===== src/include/csc_pkg.sv =====
// package for the converter scan control block: register map, fields, timing tables
package csc_pkg;

	// register indices; byte address is four times the index
	localparam logic [9:0]  CSC_IDX_SCAN       = 10'h0b5;
	localparam logic [9:0]  CSC_IDX_CLOCK      = 10'h0b6;
	localparam logic [9:0]  CSC_IDX_RES_HIGH   = 10'h0b9;
	localparam logic [9:0]  CSC_IDX_RES_LOW    = 10'h0ba;
	localparam logic [9:0]  CSC_IDX_TIMING_ONE = 10'h0bb;
	localparam logic [9:0]  CSC_IDX_TIMING_TWO = 10'h0bc;
	localparam logic [9:0]  CSC_IDX_IRQ_STATUS = 10'h0c8;
	localparam logic [9:0]  CSC_IDX_IRQ_MASK   = 10'h0c9;

	// reset values and writable masks
	localparam logic [7:0]  CSC_RST_SCAN       = 8'h00;
	localparam logic [7:0]  CSC_RST_CLOCK      = 8'h00;
	localparam logic [7:0]  CSC_RST_RESULT     = 8'h00;
	localparam logic [7:0]  CSC_RST_TIMING_ONE = 8'h00;
	localparam logic [7:0]  CSC_RST_TIMING_TWO = 8'h02;
	localparam logic [7:0]  CSC_RST_IRQ        = 8'h00;
	localparam logic [7:0]  CSC_MASK_SCAN      = 8'h3f;
	localparam logic [7:0]  CSC_MASK_CLOCK     = 8'h0f;
	localparam logic [7:0]  CSC_MASK_TIMING2   = 8'h7f;
	localparam logic [7:0]  CSC_MASK_IRQ       = 8'h01;

	// field positions
	localparam int          CSC_BIT_START      = 0;
	localparam int          CSC_BIT_GAP        = 2;
	localparam int          CSC_BIT_FILTER     = 6;
	localparam int          CSC_BIT_IRQ_DONE   = 0;

	// rates in MHz; each generator runs at twice the clock it makes
	localparam logic [8:0]  CSC_SYS_MHZ        = 9'h0fa;
	localparam logic [4:0]  CSC_CONV_RATE [4]  = '{5'h10, 5'h0c, 5'h08, 5'h06};
	localparam logic [4:0]  CSC_OFFS_RATE [4]  = '{5'h18, 5'h10, 5'h08, 5'h04};

	// sequence lengths in converter-clock cycles
	localparam logic [10:0] CSC_DELAY_CYC [4]  = '{11'h000, 11'h002, 11'h004, 11'h008};
	localparam logic [10:0] CSC_WAIT_BASE      = 11'h003;
	localparam logic [10:0] CSC_GAP_CYC        = 11'h001;
	localparam int          CSC_SAMPLE_SHIFT   = 2;

	typedef enum logic [6:0] {
		CSC_IDLE    = 7'h01,
		CSC_DELAY   = 7'h02,
		CSC_SAMPLE  = 7'h04,
		CSC_GAP     = 7'h08,
		CSC_WAIT    = 7'h10,
		CSC_CONVERT = 7'h20,
		CSC_STORE   = 7'h40
	} csc_state_type;

	typedef struct packed {
		logic [4:0] channel;
		logic       filter_on;
		logic [1:0] vref_select;
		logic       comparator_bias_high;
		logic       opamp_bias_high;
		logic [1:0] offset_cancel_mode;
		logic       sample;
		logic       convert;
	} csc_analog_type;

endpackage : csc_pkg


===== src/rtl/csc_scan_control.sv =====
// converter scan control: apb registers, scan sequencer, clocks and completion interrupt
// How it works
// - channel field bits 5..1 picks input 0..25, code 26 internal channel
// - trigger bit going 0 to 1 starts exactly one scan
// - scan end clears trigger bit and sets completion flag
// - converter clock codes 0..3 give 8, 6, 4, 3 MHz
// - offset clock codes 0..3 give 12, 8, 4, 2 MHz
// - result bits 11..8 in high register 3..0, bits 7..0 in low
// - wait after sampling lasts three plus wait field converter cycles
// - gap bit inserts one converter cycle between sampling and compare
// - sample delay codes give 0, 2, 4 or 8 converter cycles
// - filter bit turns the front-end rc filter on
// - bias bit 2 comparator, bit 3 op-amp: 0 is 4 uA, 1 is 5 uA
// - offset-cancel mode resets to 10 and passes to the front end
// - sampling always lasts four converter cycles: the sample time field is never written and stays at its reset value 0
`timescale 1ns/10ps
module csc_scan_control
	import csc_pkg::*;
(
	input  wire logic        clk_sys_in,
	input  wire logic        resetn_in,
	input  wire logic        psel_in,
	input  wire logic        penable_in,
	input  wire logic        pwrite_in,
	input  wire logic [11:0] paddr_in,
	input  wire logic [31:0] pwdata_in,
	output logic      [31:0] prdata_out,
	output logic             pready_out,
	output logic             pslverr_out,
	input  wire logic        conv_done_in,
	input  wire logic [11:0] conv_result_in,
	output csc_analog_type   analog_out,
	output logic             converter_clk_out,
	output logic             offset_clk_out,
	output logic             irq_out
);
	logic [7:0]     scan_channel_control;
	logic [7:0]     converter_clock_control;
	logic [7:0]     converter_result_high;
	logic [7:0]     converter_result_low;
	logic [7:0]     sampling_timing_one;
	logic [7:0]     sampling_timing_two;
	logic [7:0]     irq_status;
	logic [7:0]     irq_mask;
	logic [7:0]     sample_time_field;
	csc_state_type  state;
	logic           setup_phase;
	logic           access_phase;
	logic           wr_access;
	logic           rd_access;
	logic [9:0]     reg_index;
	logic           addr_aligned;
	logic           addr_mapped;
	logic [7:0]     read_value;
	logic           start_request;
	logic           scan_done;
	logic           conv_tick;
	logic           timer_load;
	logic [10:0]    timer_value;
	logic           timer_done;
	logic           done_sync_a;
	logic           done_sync_b;
	logic           done_prev;
	logic           done_rise;
	logic [11:0]    result_sync_a;
	logic [11:0]    result_sync_b;
	logic [4:0]     post_sample_wait;
	logic           sample_compare_gap;
	logic [1:0]     sample_delay_select;
	logic [1:0]     converter_clock_divide;
	logic [1:0]     offset_clock_select;

	// apb decode
	assign setup_phase  = psel_in && !penable_in;
	assign access_phase = psel_in && penable_in;
	assign wr_access    = access_phase && pwrite_in && addr_mapped;
	assign rd_access    = access_phase && !pwrite_in && addr_mapped;
	assign reg_index    = paddr_in[11:2];
	assign addr_aligned = (paddr_in[1:0] == 2'b00);
	assign pready_out   = 1'b1;

	// field views
	assign post_sample_wait       = sampling_timing_one[7:3];
	assign sample_compare_gap     = sampling_timing_one[CSC_BIT_GAP];
	assign sample_delay_select    = sampling_timing_one[1:0];
	assign converter_clock_divide = converter_clock_control[1:0];
	assign offset_clock_select    = converter_clock_control[3:2];

	always_comb
	begin
		addr_mapped = 1'b0;
		read_value  = 8'h00;
		if (addr_aligned)
		begin
			addr_mapped = 1'b1;
			case (reg_index)
				CSC_IDX_SCAN:       read_value = scan_channel_control;
				CSC_IDX_CLOCK:      read_value = converter_clock_control;
				CSC_IDX_RES_HIGH:   read_value = converter_result_high;
				CSC_IDX_RES_LOW:    read_value = converter_result_low;
				CSC_IDX_TIMING_ONE: read_value = sampling_timing_one;
				CSC_IDX_TIMING_TWO: read_value = sampling_timing_two;
				CSC_IDX_IRQ_STATUS: read_value = irq_status;
				CSC_IDX_IRQ_MASK:   read_value = irq_mask;
				default:            addr_mapped = 1'b0;
			endcase
		end
	end

	// read data and error are captured in the setup cycle so the access cycle answers at once
	always_ff @(posedge clk_sys_in or negedge resetn_in)
	begin
		if (!resetn_in)
		begin
			prdata_out  <= 32'h0000_0000;
			pslverr_out <= 1'b0;
		end
		else if (setup_phase)
		begin
			prdata_out  <= pwrite_in ? 32'h0000_0000 : {24'h00_0000, read_value};
			pslverr_out <= !addr_mapped;
		end
		else if (!psel_in)
			pslverr_out <= 1'b0;
	end

	// trigger: a write that lifts the start bit while idle
	assign start_request = wr_access && (reg_index == CSC_IDX_SCAN)
		&& pwdata_in[CSC_BIT_START] && !scan_channel_control[CSC_BIT_START]
		&& state[0];

	always_ff @(posedge clk_sys_in or negedge resetn_in)
	begin
		if (!resetn_in)
			scan_channel_control <= CSC_RST_SCAN;
		else if (scan_done)
			scan_channel_control[CSC_BIT_START] <= 1'b0;
		else if (wr_access && (reg_index == CSC_IDX_SCAN))
		begin
			// channel is held during a scan; the start bit only rises through a trigger
			if (state[0])
				scan_channel_control <= pwdata_in[7:0] & CSC_MASK_SCAN;
		end
	end

	always_ff @(posedge clk_sys_in or negedge resetn_in)
	begin
		if (!resetn_in)
		begin
			converter_clock_control <= CSC_RST_CLOCK;
			sampling_timing_one     <= CSC_RST_TIMING_ONE;
			sampling_timing_two     <= CSC_RST_TIMING_TWO;
			sample_time_field       <= CSC_RST_TIMING_ONE;
			irq_mask                <= CSC_RST_IRQ;
		end
		else if (wr_access)
		begin
			case (reg_index)
				CSC_IDX_CLOCK:      converter_clock_control <= pwdata_in[7:0] & CSC_MASK_CLOCK;
				CSC_IDX_TIMING_ONE: sampling_timing_one     <= pwdata_in[7:0];
				CSC_IDX_TIMING_TWO: sampling_timing_two     <= pwdata_in[7:0] & CSC_MASK_TIMING2;
				CSC_IDX_IRQ_MASK:   irq_mask                <= pwdata_in[7:0] & CSC_MASK_IRQ;
				default:            sample_time_field       <= sample_time_field;
			endcase
		end
	end

	// completion flag: sticky, set wins; a status read clears only the bits it returned
	always_ff @(posedge clk_sys_in or negedge resetn_in)
	begin
		if (!resetn_in)
			irq_status <= CSC_RST_IRQ;
		else if (scan_done)
			irq_status[CSC_BIT_IRQ_DONE] <= 1'b1;
		else if (rd_access && (reg_index == CSC_IDX_IRQ_STATUS))
			irq_status <= irq_status & ~prdata_out[7:0];
	end

	always_ff @(posedge clk_sys_in or negedge resetn_in)
	begin
		if (!resetn_in)
			irq_out <= 1'b0;
		else
			irq_out <= |(irq_status & irq_mask);
	end

	// converter and offset-cancellation clocks
	csc_rate_gen u_conv_rate
	(
		.clk_sys_in (clk_sys_in),
		.resetn_in  (resetn_in),
		.rate_in    (CSC_CONV_RATE[converter_clock_divide]),
		.clk_out    (converter_clk_out),
		.rise_out   (conv_tick)
	);

	csc_rate_gen u_offs_rate
	(
		.clk_sys_in (clk_sys_in),
		.resetn_in  (resetn_in),
		.rate_in    (CSC_OFFS_RATE[offset_clock_select]),
		.clk_out    (offset_clk_out),
		.rise_out   ()
	);

	// converter inputs come from the analog domain
	always_ff @(posedge clk_sys_in or negedge resetn_in)
	begin
		if (!resetn_in)
		begin
			done_sync_a   <= 1'b0;
			done_sync_b   <= 1'b0;
			done_prev     <= 1'b0;
			result_sync_a <= 12'h000;
			result_sync_b <= 12'h000;
		end
		else
		begin
			done_sync_a   <= conv_done_in;
			done_sync_b   <= done_sync_a;
			done_prev     <= done_sync_b;
			result_sync_a <= conv_result_in;
			result_sync_b <= result_sync_a;
		end
	end

	assign done_rise = done_sync_b && !done_prev;

	// duration loaded into the timer for the delay, sample, gap and wait steps of the sequence
	always_comb
	begin
		timer_load  = 1'b0;
		timer_value = 11'h000;
		case (state)
			CSC_IDLE:
			begin
				timer_load  = start_request;
				timer_value = CSC_DELAY_CYC[sample_delay_select];
			end
			CSC_DELAY:
			begin
				timer_load  = timer_done;
				timer_value = 11'({3'h0, sampling_timing_two[7] ? 8'h00 : sample_time_field} + 11'h001)
					<< CSC_SAMPLE_SHIFT;
			end
			CSC_SAMPLE:
			begin
				timer_load  = timer_done;
				timer_value = sample_compare_gap ? CSC_GAP_CYC : 11'h000;
			end
			CSC_GAP:
			begin
				timer_load  = timer_done;
				timer_value = CSC_WAIT_BASE + {6'h00, post_sample_wait};
			end
			default:
			begin
				timer_load  = 1'b0;
				timer_value = 11'h000;
			end
		endcase
	end

	csc_cycle_timer u_timer
	(
		.clk_sys_in (clk_sys_in),
		.resetn_in  (resetn_in),
		.load_in    (timer_load),
		.value_in   (timer_value),
		.tick_in    (conv_tick),
		.done_out   (timer_done)
	);

	// scan sequencer
	always_ff @(posedge clk_sys_in or negedge resetn_in)
	begin
		if (!resetn_in)
			state <= CSC_IDLE;
		else
		begin
			case (state)
				CSC_IDLE:    if (start_request) state <= CSC_DELAY;
				CSC_DELAY:   if (timer_done) state <= CSC_SAMPLE;
				CSC_SAMPLE:  if (timer_done) state <= CSC_GAP;
				CSC_GAP:     if (timer_done) state <= CSC_WAIT;
				CSC_WAIT:    if (timer_done) state <= CSC_CONVERT;
				CSC_CONVERT: if (done_rise) state <= CSC_STORE;
				CSC_STORE:   state <= CSC_IDLE;
				default:     state <= CSC_IDLE;
			endcase
		end
	end

	// result lands in the registers one cycle before the flag
	always_ff @(posedge clk_sys_in or negedge resetn_in)
	begin
		if (!resetn_in)
		begin
			converter_result_high <= CSC_RST_RESULT;
			converter_result_low  <= CSC_RST_RESULT;
		end
		else if (state[5] && done_rise)
		begin
			converter_result_high <= {4'h0, result_sync_b[11:8]};
			converter_result_low  <= result_sync_b[7:0];
		end
	end

	assign scan_done = state[6];

	// analog front-end controls straight from registers and state
	always_comb
	begin
		analog_out.channel              = scan_channel_control[5:1];
		analog_out.filter_on            = sampling_timing_two[CSC_BIT_FILTER];
		analog_out.vref_select          = sampling_timing_two[5:4];
		analog_out.opamp_bias_high      = sampling_timing_two[3];
		analog_out.comparator_bias_high = sampling_timing_two[2];
		analog_out.offset_cancel_mode   = sampling_timing_two[1:0];
		analog_out.sample               = state[2];
		analog_out.convert              = state[5];
	end

endmodule : csc_scan_control


===== src/rtl/csc_rate_gen.sv =====
// fractional rate generator: makes a clock level and a rising-edge enable pulse
`timescale 1ns/10ps
module csc_rate_gen
	import csc_pkg::*;
(
	input  wire logic       clk_sys_in,
	input  wire logic       resetn_in,
	input  wire logic [4:0] rate_in,
	output logic            clk_out,
	output logic            rise_out
);
	logic [7:0] acc;
	logic [8:0] sum;

	assign sum = {1'b0, acc} + {4'h0, rate_in};

	// average toggle rate is rate_in MHz out of the system rate
	always_ff @(posedge clk_sys_in or negedge resetn_in)
	begin
		if (!resetn_in)
		begin
			acc      <= 8'h00;
			clk_out  <= 1'b0;
			rise_out <= 1'b0;
		end
		else if (sum >= CSC_SYS_MHZ)
		begin
			acc      <= 8'(sum - CSC_SYS_MHZ);
			clk_out  <= ~clk_out;
			rise_out <= ~clk_out;
		end
		else
		begin
			acc      <= sum[7:0];
			rise_out <= 1'b0;
		end
	end
endmodule : csc_rate_gen


===== src/rtl/csc_cycle_timer.sv =====
// down counter of converter-clock cycles for the scan sequence
`timescale 1ns/10ps
module csc_cycle_timer
(
	input  wire logic        clk_sys_in,
	input  wire logic        resetn_in,
	input  wire logic        load_in,
	input  wire logic [10:0] value_in,
	input  wire logic        tick_in,
	output logic             done_out
);
	logic [10:0] count;

	assign done_out = (count == 11'h000);

	always_ff @(posedge clk_sys_in or negedge resetn_in)
	begin
		if (!resetn_in)
			count <= 11'h000;
		else if (load_in)
			count <= value_in;
		else if (tick_in && !done_out)
			count <= count - 11'h001;
	end
endmodule : csc_cycle_timer


===== config.mk =====
export PLATFORM = sky130hd
export DESIGN_NAME = csc_scan_control
export DESIGN_NICKNAME = d
export VERILOG_FILES = /design/src/include/csc_pkg.sv /design/src/rtl/csc_scan_control.sv /design/src/rtl/csc_rate_gen.sv /design/src/rtl/csc_cycle_timer.sv
export SDC_FILE = /design/constraint.sdc
export NUM_CORES = 1
export LEC_CHECK = 0
export BUFFER_PORTS_ARGS = -buffer_cell sky130_fd_sc_hd__buf_2
export CAP_MARGIN = 20
export CORE_ASPECT_RATIO = 1.4
export CORE_MARGIN = 3
export CORE_UTILIZATION = 51
export DETAILED_ROUTE_END_ITERATION = 8
export GPL_TIMING_DRIVEN = 0
export PLACE_DENSITY = 0.77
export SYNTH_ARGS = -nofsm -noshare
export SYNTH_HDL_FRONTEND = slang
export SYNTH_HIERARCHICAL = 1
export SYNTH_SLANG_ARGS = --single-unit

===== constraint.sdc =====
create_clock -name clk_sys_in -period 2.5 [get_ports clk_sys_in]
set_input_delay 0.125 -clock clk_sys_in [delete_from_list [all_inputs] [get_ports clk_sys_in]]
set_output_delay 0.125 -clock clk_sys_in [all_outputs]
set_load 0.05 [all_outputs]

# Word level (Yosys, flattened, before mapping)
# Cells that the tools add are included.
[word_totals]
reg_bits = 144
latch_bits = 0
mem_bits_rw = 0
mem_bits_ro = 0
inputBits = 62
output_inout_bits = 51
word_cells = 139
memories = 0
[classes]
n_addsub = 6
mul = 0
n_div = 0
magnitude_cmp = 5
eq_ne = 21
shift = 0
n_mux = 36
bitwise = 9
reduce_logical = 37
[op_table]
columns = ["operator", "count"]
rows = [
  ["$eq A10 B8 Y1 const B", 8],
  ["$pmux W8 S8", 1],
  ["$mux W11", 4],
  ["$pmux W11 S4", 1],
  ["$mux W7", 6],
  ["$pmux W7 S6", 1],
  ["$mux W8", 4],
  ["$bmux W11 S2", 1],
  ["$bmux W5 S2", 2],
  ["$mux W5", 4],
  ["$add A8 B5 Y9", 2],
  ["$ge A9 B8 Y1 const B", 2],
  ["$reduce_or A8 Y1", 2],
  ["$sub A8 B8 Y8 const B", 2],
  ["$logic_and A1 B1 Y1", 14],
  ["$reduce_and A2 Y1", 6],
  ["$logic_not A11 Y1", 1],
  ["$mux W1", 11],
  ["$sub A11 B1 Y11 const B", 1],
  ["$ne A2 B1 Y1 const B", 5],
  ["$ge A3 B3 Y1 const B", 3],
  ["$not A2 Y3", 3],
  ["$and A8 B1 Y8", 1],
  ["$and A8 B8 Y8", 1],
  ["17 further kinds", 28],
]

# Logic depth before layout (Yosys ltp)
# Gate-level depths: netlist of the first run.
[logic_depth]
depth_word = 11
mapped_depth = 11
depth_no_buf = 11

# Hierarchy
# The synthesis of the first run kept the hierarchy.
[modules_own_cells]
columns = ["module", "instances", "cells_each", "area_each_um2", "seq_area_each_um2"]
rows = [
  ["csc_scan_control", 1, 361, 4177.8, 2254.7],
  ["csc_rate_gen (u_offs_rate)", 1, 81, 777.0, 250.2],
  ["csc_rate_gen (u_conv_rate)", 1, 77, 758.2, 250.2],
  ["csc_cycle_timer", 1, 75, 700.7, 275.3],
]

# Least setup slack after synthesis of the first run
# Ideal clock, no wire load.
[synth_path]
path_type = "register to register"
startpoint = "reg converter_clock_control[0]"
endpoint = "reg u_conv_rate.acc[2]"
setup_time_ps = 79
arrival_ps = 2307
required_ps = 2421
slack_ps = 113
stages_incl_launch_ff = 10
path_buffers = 0
period_less_slack_ps = 2387
path_cell_list = "dfrtp_1 -> ha_1 -> fa_1 -> xor2_1 -> inv_1 -> ha_1 -> o31ai_1 -> o2111ai_2 -> o21ai_2 -> mux2i_1"
[synth_via]
elab_chain_len = 7
elab_cells_between_ends = 8
cone_classes = "add/sub: 2; order compare: 1; mux: 4; bitwise: 1"
[synth_rtl]
columns = ["element", "line", "rtl"]
rows = [
  ["start: declaration", "csc_scan_control.sv:38", "logic [7:0] converter_clock_control;"],
  ["start signal: assignment", "csc_scan_control.sv:159", "CSC_IDX_CLOCK: converter_clock_control <= pwdata_in[7:0] & CSC_MASK_CLOCK;"],
  ["$not A2 Y3 (not written as such) (*)", "csc_scan_control.sv:192", ".rate_in (CSC_CONV_RATE[converter_clock_divide]),"],
  ["$bmux W5 S2 (*)", "csc_scan_control.sv:192", ""],
  ["$mux W5 (not written as such) (*) (2 in series)", "csc_scan_control.sv:192", ""],
  ["$add A8 B5 Y9 (*)", "csc_rate_gen.sv:15", "assign sum = {1'b0, acc} + {4'h0, rate_in};"],
  ["$sub A8 B8 Y8 or $ge A9 B8 Y1 (tied branches)", "csc_rate_gen.sv:28, csc_rate_gen.sv:26", ""],
  ["$mux W8 (*)", "csc_rate_gen.sv:26", "else if (sum >= CSC_SYS_MHZ)"],
  ["end signal: assignment", "csc_rate_gen.sv:28", "acc <= 8'(sum - CSC_SYS_MHZ);"],
  ["end signal: assignment", "csc_rate_gen.sv:34", "acc <= sum[7:0];"],
  ["end: declaration", "csc_rate_gen.sv:12", "logic [7:0] acc;"],
]
# Every way passes the cells marked *; elsewhere a longest branch is shown, timed or not. The select of a mux whose other input is x is not followed.
# A chain may end at the register's enable or synchronous reset.

# Worst setup path after layout of the first run
[layout_path]
startpoint = "reg converter_clock_control[0]"
endpoint = "reg u_conv_rate.acc[3]"
# Same word-level chain as after synthesis.

==> Implementation_results.wiki, run 1 <==
{| class="wikitable"
! Metric !! Value
|-
| Wire length of the first global-routing pass || 25.68 mm
|-
| Internal Pwr Total || 4.676 mW
|-
| Hold WC Path Type || in2reg
|-
| CTS max path bufs || 2
|-
| Number of global-route vias before repair || 5,271
|-
| Area of the die || between 0.01 and 0.015 sq mm
|-
| Worst hold slack across all endpoints || 0.05659 ns
|-
| Design Area, Final || ~0.0081 sq mm
|-
| Sequential Power Share || 32.1%
|-
| Net switching power || 2.474 mW
|-
| Number of vias in the routed layout || 5,061
|-
| DRT Pass-1 Iters || 6
|-
| Fmax || 390.1 MHz
|-
| Worst Path Arrival || 2.88 ns
|-
| Routed length per placed instance || 17.57 microns
|-
| Avg Inst Size Synth || 10.78 sq um
|-
| Post-placement cell area || just over 0.007 sq mm
|-
| Worst vdd ir || 0.6268 mV
|-
| Worst-Margin Slew || between 0.8 and 0.9 ns
|-
| Die width || 100.5 microns
|-
| Number of pins exceeding their max-slew limit in the final report || 0
|-
| Startpoint type of the worst setup path || flop
|-
| Total grt overflow || 0
|-
| Combinational Power Share || 34.6%
|-
| Setup violators final || 1
|-
| Cell repeated most along the worst path || sky130_fd_sc_hd__ha_4
|-
| Final HPWL DP || roughly 11 mm
|-
| Finished Layout Cells || between 800 and 900
|-
| Global-route usage over all layers || between 20% and 30%
|-
| Switching fraction of total power || 34.60%
|-
| Cell row count || 47
|-
| Run status || complete, but fails checks
|-
| Number of vias per cell after detailed routing || approximately 5.6
|-
| Worst stage delay on the critical path || 0.43 ns
|-
| Leakage power figure || 3.678 nW
|-
| Slowest library cell on the worst path || sky130_fd_sc_hd__dfrtp_2
|-
| DRC errors left || 0
|-
| Synth Instances || 592
|-
| Critical path, cell by cell || inv_2 -> ha_4 -> ha_4 -> nand2_4 -> or3_4 -> a211oi_4 -> o2111ai_4 -> a221oi_2 -> xor2_1
|-
| Starting Density || between 50 and 60%
|-
| Final GP Congestion || 0.8995
|-
| Maxcap violations || 0
|-
| Height of the die || roughly 140 microns
|-
| Min Clock Period, post-route || approximately 2.6 ns
|-
| Number of clock buffers inserted by TritonCTS || 17
|-
| Crit end category || flop
|-
| Final wirelength || 15.76 mm
|-
| Clock network fraction of design power || 33.3%
|-
| Clock root buffer || sky130_fd_sc_hd__clkbuf_16
|-
| Violated checks || setup timing
|-
| Number of antenna violations at the first check in global routing || 0
|-
| Placed cells || 835
|-
| Std-Cell Core Area || 0.01206 sq mm
|-
| Fraction of final layout cells with drive strength greater than 1 || roughly 31%
|-
| Unrepaired setup endpoints after global routing || yes
|-
| Total count of hold-check failures in the final report || 0
|-
| Diode count || 0
|-
| Clock Latency Late Sink || 0.41 ns
|-
| Number of antenna-violating nets in the routed design || 0
|-
| Count of pins on the block boundary || roughly 110
|-
| Count of buffers inserted at the top-level ports || 63
|-
| Number of clock sinks || 120
|-
| Final standard cell utilization of the core || between 60% and 70%
|-
| Final clock period utilization by the worst path || 102.6%
|-
| Data required time at the worst endpoint || 2.81 ns
|-
| Number of nets at the end of the flow || between 800 and 900
|-
| Kind of critical path || reg2reg
|-
| Clock skew || 0.005966 ns
|-
| DR iter-0 viols || between 300 and 400
|-
| Worst-case setup margin in the final layout || -0.06375 ns
|-
| Largest net degree at the start of global routing || 85
|-
| Cell area after technology mapping || 0.006382 sq mm
|-
| Clock edge transition at the registers on the reported setup and hold paths || roughly 0.050 ns
|-
| Growth of design area from synthesis to finish || 26.29%
|-
| Power density over the cells || 887.0 mW/mm^2
|-
| CP Max Fanout || 4
|-
| Synthesis Warnings || 6
|-
| Clock tree from TritonCTS || done
|-
| Depth of the CTS H-tree || 4
|-
| Slew Limit Headroom || 46.18%
|}
repair_timing:
item,CTS,global route
hold buffers,23,0
setup endpoints to repair,17,18
gates cloned,0,0
pin swaps,6,3
hold endpoints to repair,61,0
buffers inserted,6,2
resized for setup,18,10
layer usage:
| metal | up-vias | global-route usage (%) | wire, microns |
|---|---|---|---|
| met1 | 2480 | 25.92 | 5873 |
| met3 | 38 | 6.250 | 895 |
| met5 | - | 0 | 0 |
| li1 | 2369 | - | - |
| met2 | 174 | 41.30 | 8546 |
| met4 | 0 | 9.865 | 446 |
final cells by class:
cell class,instances,area [sq um]
plain buffers,48,305.3
well taps,147,183.9
repair buffers,95,639.4
flip-flops and latches,120,3007
clock buffers,20,456.7
inverters,27,101.3
fillers,912,3995
clock inverters,12,126.4
multi-input cells,428,3241
sequential cells by signal (all words and copies together) (netlist names), 8 cells and up:
name,cells
converter_result_low,8
irq_status,8
prdata_out,8
result_sync_a,12
result_sync_b,12
sampling_timing_one,8
u_conv_rate/acc,8
u_offs_rate/acc,8
u_timer/count,11
critical path, delay by kind of cell, from the launching register on:
family / cells / cell delay (ns)
and+or+nand+nor: 2 / 0.42
adders and majority gates: 2 / 0.49
AOI/OAI and AO/OA: 3 / 0.81
DFF: 1 / 0.43
buffers and inverters: 1 / 0.08
xor gates and xnor gates: 1 / 0.23
metrics by stage:
| stage | total power [mW] | setup slack [ns] | TNS, ns |
|---|---|---|---|
| 6_report | 7.149 | -0.06375 | -0.06375 |
| 2_1_floorplan | 3.912 | 0.1131 | 0 |
| 4_1_cts | 7.009 | 0.006370 | 0 |
| 3_3_place_gp | 4.273 | -0.2187 | -13.84 |
| 5_1_grt | 7.506 | -0.1510 | -0.4196 |
| 3_5_place_dp | 4.361 | -0.2894 | -2.270 |
cell usage in the layout, fill, tap and decap left out, drive strengths merged, types with 12 or more instances in the layout:
| cell | n |
|---|---|
| nand3 | 15 |
| o21ai | 39 |
| xor2 | 13 |
| inv | 26 |
| ha | 16 |
| nor2 | 33 |
| buf | 107 |
| xnor2 | 12 |
| conb | 34 |
| nand2 | 46 |
| clkbuf | 33 |
| mux2 | 38 |
| dfrtp | 118 |
| nor3 | 15 |
| a21oi | 17 |
| dlygate4sd3 | 23 |
worst paths after layout:
| kind | to | start | cells past startpoint | slack (ns) |
|---|---|---|---|---|
| setup / recovery | u_conv_rate/acc[3] | converter_clock_control[0] | 9 | -0.06 |
| hold reg to reg | result_sync_b[2] | result_sync_a[2] | 0 | 0.34 |
| min in group asynchronous | done_sync_b | resetn_in | 2 | 0.19 |
| hold / removal | converter_clock_control[0] | pwdata_in[0] | 3 | 0.06 |
| max in group asynchronous | converter_result_low[6] | resetn_in | 3 | 1.60 |
| setup reg to reg | u_conv_rate/acc[3] | converter_clock_control[0] | 9 | -0.06 |
power by group through the flow:
stage / registers [mW] / clock network [mW] / logic [mW]
global route: 2.32 / 2.50 / 2.69
finish: 2.29 / 2.38 / 2.47
CTS: 2.29 / 2.41 / 2.31
detailed placement: 2.31 / 0 / 2.05
global placement: 2.30 / 0 / 1.97
floorplan: 2.34 / 0 / 1.57
(Power assumes the default switching activity.)
==> run 2, diff against run 1 <==
--- a/config.mk
+++ b/config.mk
@@ -7,7 +7,7 @@
 export LEC_CHECK = 0
 export BUFFER_PORTS_ARGS = -buffer_cell sky130_fd_sc_hd__buf_2
 export CAP_MARGIN = 20
-export CORE_ASPECT_RATIO = 1.4
+export CORE_ASPECT_RATIO = 1.1
 export CORE_MARGIN = 3
 export CORE_UTILIZATION = 51
 export DETAILED_ROUTE_END_ITERATION = 8
==> run 2 against run 1 <==
The run still ends with setup timing left. Global-route usage fell by 0.54 points. Design area is 0.28% lower. Sequential share of layout area is 0.089 points higher. Non-clock buffer count fell by 4. Register-to-register slack about the same. Power fell by 0.90%. Combinational power decreased by 3%. First-iteration DRC count up 1.4%.
==> Implementation_results.wiki, run 2 (synthesis gave the netlist of run 1 again) <==
{| class="wikitable"
! Metric !! Value
|-
| Leakage power figure || 3.670 nW
|-
| Wire length of the first global-routing pass || 25.03 mm
|-
| Combinational Power Share || 33.7%
|-
| Count of pins on the block boundary || 113
|-
| DR iter-0 viols || between 300 and 400
|-
| Clock root buffer || sky130_fd_sc_hd__clkbuf_16
|-
| Worst-Margin Slew || 0.8103 ns
|-
| Run status || complete, but fails checks
|-
| Combined flip-flop and latch cell area || 0.003005 sq mm
|-
| Register-to-register path setup slack || -0.06 ns
|-
| Number of nets at the end of the flow || between 800 and 900
|-
| Fillers || 881
|-
| Crit end category || flop
|-
| Internal Pwr Total || 4.524 mW
|-
| Hold WC Path Type || in2reg
|-
| Worst vdd ir || 0.7891 mV
|-
| Final HPWL DP || 10.46 mm
|-
| Number of antenna violations at the first check in global routing || 0
|-
| Worst hold slack across all endpoints || 0.009112 ns
|-
| Setup slack at placement || -0.2496 ns
|-
| Cell row count || 42
|-
| Violated checks || setup timing
|-
| Clock network fraction of design power || about 34%
|-
| Post-Route Setup TNS || -0.05832 ns
|-
| Final GP Congestion || 0.9469
|-
| DRC errors left || 0
|-
| Maxcap violations || 0
|-
| Fraction of final layout cells with drive strength greater than 1 || about a third
|-
| Die width || 112.7 microns
|-
| Area of the die || 0.01389 sq mm
|-
| Number of vias in the routed layout || 5,111
|-
| Clock tree from TritonCTS || done
|-
| Starting Density || 52.58%
|-
| Unrepaired setup endpoints after global routing || yes
|-
| Worst-case setup margin in the final layout || -0.05752 ns
|-
| Count of buffers inserted at the top-level ports || 63
|-
| Worst Path Arrival || 2.87 ns
|-
| Total chip power || 7.085 mW
|-
| Setup violators final || 2
|-
| Power density over the cells || 881.5 mW/mm^2
|-
| Startpoint type of the worst setup path || flop
|-
| Height of the die || about 120 microns
|-
| Total count of hold-check failures in the final report || 0
|-
| Final clock period utilization by the worst path || 102.3%
|-
| Kind of critical path || reg2reg
|-
| Global-route usage over all layers || 22.79%
|-
| Growth of design area from synthesis to finish || 25.94%
|-
| Multi-input combinational cell area || 0.003252 sq mm
|-
| Number of clock sinks || 120
|-
| Depth of the CTS H-tree || 4
|-
| Regs by FF count || result_sync_a: 12 flops, result_sync_b: 12 flops, u_timer/count: 11 flops
|-
| Most common cell after layout, fill and taps aside || sky130_fd_sc_hd__dfrtp_1
|-
| Fmax || 391.0 MHz
|-
| Std-Cell Core Area || 0.01214 sq mm
|-
| DRT Pass-1 Iters || 5
|-
| Design Area, Final || 0.008038 sq mm
|-
| Routed length per placed instance || 17.16 microns
|-
| Number of vias per cell after detailed routing || 5.679
|-
| Number of pins exceeding their max-slew limit in the final report || 0
|-
| Largest net degree at the start of global routing || 88
|-
| Final wirelength || 15.44 mm
|-
| Data required time at the worst endpoint || 2.81 ns
|-
| Diode count || 0
|-
| Clock skew || roughly 0.011 ns
|-
| CTS max path bufs || 2
|-
| Number of antenna-violating nets in the routed design || 0
|-
| Total grt overflow || 0
|-
| Clock edge transition at the registers on the reported setup and hold paths || 0.06 ns
|-
| Switching fraction of total power || 36.15%
|-
| Sequential Power Share || 32.5%
|-
| Net switching power || 2.561 mW
|-
| Most frequent cells in the layout || sky130_fd_sc_hd__dfrtp_1, sky130_fd_sc_hd__buf_2, sky130_fd_sc_hd__nand2_1, sky130_fd_sc_hd__mux2_2, sky130_fd_sc_hd__buf_4
|-
| Post-placement cell area || 0.007044 sq mm
|-
| Slew Limit Headroom || 45.68%
|-
| Number of clock buffers inserted by TritonCTS || 17
|-
| CP Max Fanout || 3
|-
| Min Clock Period, post-route || 2.558 ns
|-
| Clock Latency Late Sink || 0.42 ns
|-
| Number of global-route vias before repair || 5,126
|}
==> run 2: cell types whose count changed in the layout (fill, tap and decap cells not counted), moves of 3 or more <==
cell and change:
sky130_fd_sc_hd__dlygate4sd3_1 -3, sky130_fd_sc_hd__clkinv_2 -3, sky130_fd_sc_hd__buf_4 -3, sky130_fd_sc_hd__inv_6 +8, sky130_fd_sc_hd__clkinvlp_4 -4
==> run 2: power by group through the flow <==
stage / registers (mW) / logic, mW / clock network (mW)
after CTS: 2.29 / 2.20 / 2.42
after global placement: 2.30 / 1.95 / 0
after detailed placement: 2.31 / 2.04 / 0
final: 2.30 / 2.39 / 2.40
after global routing: 2.33 / 2.61 / 2.52
after floorplan: 2.34 / 1.57 / 0
==> run 2: critical path: stages, from the launching register on <==
cell and delay [ns]:
sky130_fd_sc_hd__dfrtp_1 0.41, sky130_fd_sc_hd__inv_2 0.09, sky130_fd_sc_hd__ha_4 0.21, sky130_fd_sc_hd__ha_4 0.29, sky130_fd_sc_hd__nand2_4 0.05, sky130_fd_sc_hd__or3_4 0.35
sky130_fd_sc_hd__a211oi_4 0.25, sky130_fd_sc_hd__o2111ai_2 0.22, sky130_fd_sc_hd__a221oi_2 0.32, sky130_fd_sc_hd__xor2_1 0.25
==> run 2: path summary, 6_finish.rpt <==
kind | from | end | cells past startpoint
setup reg to reg | converter_clock_control[0] | u_conv_rate/acc[3] | 9
hold reg to reg | result_sync_a[9] | result_sync_b[9] | 0
hold / removal | pwdata_in[3] | converter_clock_control[3] | 3
min in group asynchronous | resetn_in | u_offs_rate/clk_out | 2
max in group asynchronous | resetn_in | state[0] | 3
setup / recovery | converter_clock_control[0] | u_conv_rate/acc[3] | 9
==> run 2: area by class of cell <==
cell class / instances / share of cell area (%)
clock buffers: 17 / 5.293
well taps: 154 / 2.397
flip-flops and latches: 120 / 37.39
inverters: 27 / 1.261
plain buffers: 49 / 3.861
multi-input cells: 428 / 40.46
repair buffers: 90 / 7.441
clock inverters: 15 / 1.899
==> run 2: layer usage <==
layer	part of all wire (%)	routed length, microns	GRT usage [%]	up-vias
li1	-	-	-	2374
met1	40	6237	27.66	2497
met5	0	0	0	-
met2	51	7882	39.41	204
met4	2.5	390	9.917	0
met3	6.0	931	4.748	36
==> run 2: metrics by stage <==
step	utilization [%]	cells
2_1_floorplan	-	624
3_3_place_gp	57.75	841
3_5_place_dp	58.03	842
4_1_cts	65.42	898
5_1_grt	66.21	900
6_report	66.21	900
==> run 2: repair_timing <==
action / in CTS / in global routing
pin swaps: 7 / 12
endpoints found under the hold margin: 61 / 0
hold buffers: 20 / 0
buffers inserted: 4 / 2
gates resized for setup: 14 / 21
setup endpoints to repair: 15 / 22
==> run 3, diff against run 2 <==
--- a/config.mk
+++ b/config.mk
@@ -9,10 +9,9 @@
 export CAP_MARGIN = 20
 export CORE_ASPECT_RATIO = 1.1
 export CORE_MARGIN = 3
-export CORE_UTILIZATION = 51
+export CORE_UTILIZATION = 40
 export DETAILED_ROUTE_END_ITERATION = 8
 export GPL_TIMING_DRIVEN = 0
-export PLACE_DENSITY = 0.77
 export SYNTH_ARGS = -nofsm -noshare
 export SYNTH_HDL_FRONTEND = slang
 export SYNTH_HIERARCHICAL = 1
==> run 3 against run 2 <==
The run now ends clean. Clock power up 8%. Final cell count up 4.8%. Sequential cell count unchanged. Non-clock buffer count up 2. Global-route usage down 5.3 points. Power up 3.1%. Sequential power about the same. Register-to-register slack better by 0.09 ns.
==> Implementation_results.wiki, run 3 (synthesis gave the netlist of run 1 again) <==
{| class="wikitable"
! Metric !! Value
|-
| Hold WC Path Type || in2reg
|-
| Fraction of final layout cells with drive strength greater than 1 || 31.33%
|-
| Register-to-register path setup slack || approximately 0.030 ns
|-
| Worst-Margin Slew || 0.7676 ns
|-
| Run status || completed
|-
| Slowest library cell on the worst path || sky130_fd_sc_hd__dfrtp_1
|-
| Unrepaired setup endpoints after global routing || yes
|-
| Diode count || 0
|-
| Path depth of the worst reg2reg path || 9
|-
| Number of pins exceeding their max-slew limit in the final report || 0
|-
| Most common cell after layout, fill and taps aside || sky130_fd_sc_hd__dfrtp_1
|-
| Worst flop-to-flop path endpoint || u_conv_rate/acc[3]
|-
| Global-route usage over all layers || 17.54%
|-
| Std-Cell Core Area || 0.01535 sq mm
|-
| Cell row count || 47
|-
| Worst vdd ir || 0.5367 mV
|-
| Regs by FF count || result_sync_a: 12 flops, result_sync_b: 12 flops, u_timer/count: 11 flops
|-
| Crit end category || flop
|-
| Most frequent cells in the layout || sky130_fd_sc_hd__dfrtp_1, sky130_fd_sc_hd__buf_2, sky130_fd_sc_hd__nand2_1, sky130_fd_sc_hd__buf_4, sky130_fd_sc_hd__mux2_2
|-
| Critical path, cell by cell || inv_2 -> ha_4 -> ha_4 -> nand2_4 -> or3_4 -> a211oi_4 -> o2111ai_2 -> a221oi_2 -> xor2_1
|-
| Clock edge transition at the registers on the reported setup and hold paths || 0.06 ns
|-
| DRC errors left || 0
|-
| Routed length per placed instance || 16.04 microns
|-
| Post-placement cell area || 0.007097 sq mm
|-
| Leakage power figure || 3.693 nW
|-
| Number of antenna violations at the first check in global routing || 0
|-
| Startpoint type of the worst setup path || flop
|-
| Kind of critical path || reg2reg
|-
| Combined flip-flop and latch cell area || 0.003005 sq mm
|-
| Total grt overflow || 0
|-
| Number of nets at the end of the flow || roughly 800
|-
| Clock tree from TritonCTS || done
|-
| Number of vias per cell after detailed routing || between 5 and 6
|-
| DRT Pass-1 Iters || 5
|-
| Wire length of the first global-routing pass || 24.82 mm
|-
| Number of clock buffers inserted by TritonCTS || 17
|-
| Final wirelength || between 15 and 20 mm
|-
| Post-Route Setup TNS || 0 ns
|-
| Fillers || 1,353
|-
| Depth of the CTS H-tree || 4
|-
| Finished Layout Cells || about 940
|-
| Top layer used by detailed routing || met4
|-
| Clock skew || 0.01122 ns
|-
| Design Area, Final || 0.008148 sq mm
|-
| Final clock period utilization by the worst path || 98.79%
|-
| Setup violators final || 0
|-
| DR iter-0 viols || around 220
|-
| Count of buffers inserted at the top-level ports || 63
|-
| Area of the die || 0.01751 sq mm
|-
| Die width || between 100 and 150 microns
|-
| Critical hold path startpoint || pwdata_in[3]
|-
| Clock root buffer || sky130_fd_sc_hd__clkbuf_16
|-
| Routed length on met1 || between 6 and 7 mm
|-
| Number of clock sinks || 120
|-
| CTS max path bufs || 2
|-
| Largest net degree at the start of global routing || between 70 and 80
|-
| Total count of hold-check failures in the final report || 0
|-
| Worst Path Arrival || 2.79 ns
|-
| Slew Limit Headroom || 48.55%
|-
| Cell family with the largest share of critical-path delay || compound AO/OA/AOI/OAI gates
|-
| Number of vias in the routed layout || 4,917
|-
| Starting Density || 41.58%
|-
| Growth of design area from synthesis to finish || 27.66%
|-
| Min Clock Period, post-route || 2.470 ns
|-
| Count of pins on the block boundary || 113
|-
| Maxcap violations || 0
|-
| Cell repeated most along the worst path || sky130_fd_sc_hd__ha_4
|-
| End point of the worst hold path || converter_clock_control[3]
|-
| Number of global-route vias before repair || 4,894
|-
| Total chip power || approximately 7.3 mW
|-
| CP Max Fanout || 4
|-
| Multi-input combinational cell area || 0.003246 sq mm
|-
| Worst reg2reg path startpoint || converter_clock_control[0]
|-
| Wire length on met2 || 7.267 mm
|-
| Data required time at the worst endpoint || roughly 2.8 ns
|-
| Worst stage delay on the critical path || 0.41 ns
|-
| Hold Crit Depth || 3
|-
| Number of antenna-violating nets in the routed design || 0
|-
| Metal3 WL || approximately 650 microns
|-
| Final GP Congestion || 0.8646
|-
| Clock Latency Late Sink || 0.41 ns
|-
| Placed cells || approximately 880
|-
| Fmax || ~400 MHz
|-
| Power density over the cells || about 900 mW/mm^2
|-
| Buffers and inverters on the worst path || 1
|-
| Final HPWL DP || 10.89 mm
|-
| Height of the die || 138.5 microns
|}
[run 3: through the flow]
step           hold WS [ns]  util [%]  worst slack [ns]
2_1_floorplan       -0.1706         -            0.1131
3_3_place_gp         0.2329     46.02           -0.2532
3_5_place_dp        0.08003     46.24           -0.2966
4_1_cts             0.02283     52.36         0.0006115
5_1_grt             0.05142     53.09          -0.07257
6_report            0.04322     53.09           0.03029
[run 3: how the worst max path moves through the flow]
stage                     cells past startpoint                  to                        from  slack (ns)
after floorplan                               9  u_conv_rate/acc[2]  converter_clock_control[0]        0.11
after global placement                        1    result_sync_a[6]                   resetn_in       -0.25
after detailed placement                      8    u_timer/count[8]            u_timer/count[0]       -0.30
after CTS                                    11  u_offs_rate/acc[2]  converter_clock_control[2]      0.0006
after global routing                          9  u_conv_rate/acc[3]  converter_clock_control[0]       -0.07
final                                         9  u_conv_rate/acc[3]  converter_clock_control[0]        0.03
[run 3: layout make-up]
cell class                 instances  share of cell area, %
inverter                          27                  1.244
multi-input combinational        428                  39.83
buffer                            49                  3.839
clock buffer                      17                  5.221
clock inverter                    14                  2.442
sequential                       120                  36.89
timing repair buffer              92                  7.525
tap                              196                  3.010
[run 3: what timing repair did]
action / 4_1_cts / 5_1_grt
setup endpoints to repair: 17 / 22
hold endpoints to repair: 66 / 0
pin swaps: 6 / 8
resized for setup: 13 / 22
setup buffers: 6 / 2
hold buffers: 20 / 0
[run 3: report_power, final]
| part | total (mW) | switching [mW] | internal [mW] |
|---|---|---|---|
| Sequential | 2.30 | 0.141 | 2.16 |
| Combinational | 2.43 | 1.41 | 1.02 |
| Clock | 2.58 | 0.908 | 1.67 |
| Total | 7.30 | 2.46 | 4.84 |
[run 3: layer usage]
metal / GRT usage, % / up-vias
met5: 0 / -
met4: 6.324 / 0
met3: 3.395 / 17
met2: 27.79 / 136
met1: 23.98 / 2397
li1: - / 2367
[run 3: worst register-to-register path: cells and delay by family, from the launching register on]
family | cells | cell delay (ns)
adder cells (fa/ha/maj) | 2 | 0.53
AO/OA/AOI/OAI | 3 | 0.72
buffers and inverters | 1 | 0.07
flip-flops | 1 | 0.41
AND/OR/NAND/NOR | 2 | 0.41
XOR/XNOR | 1 | 0.23
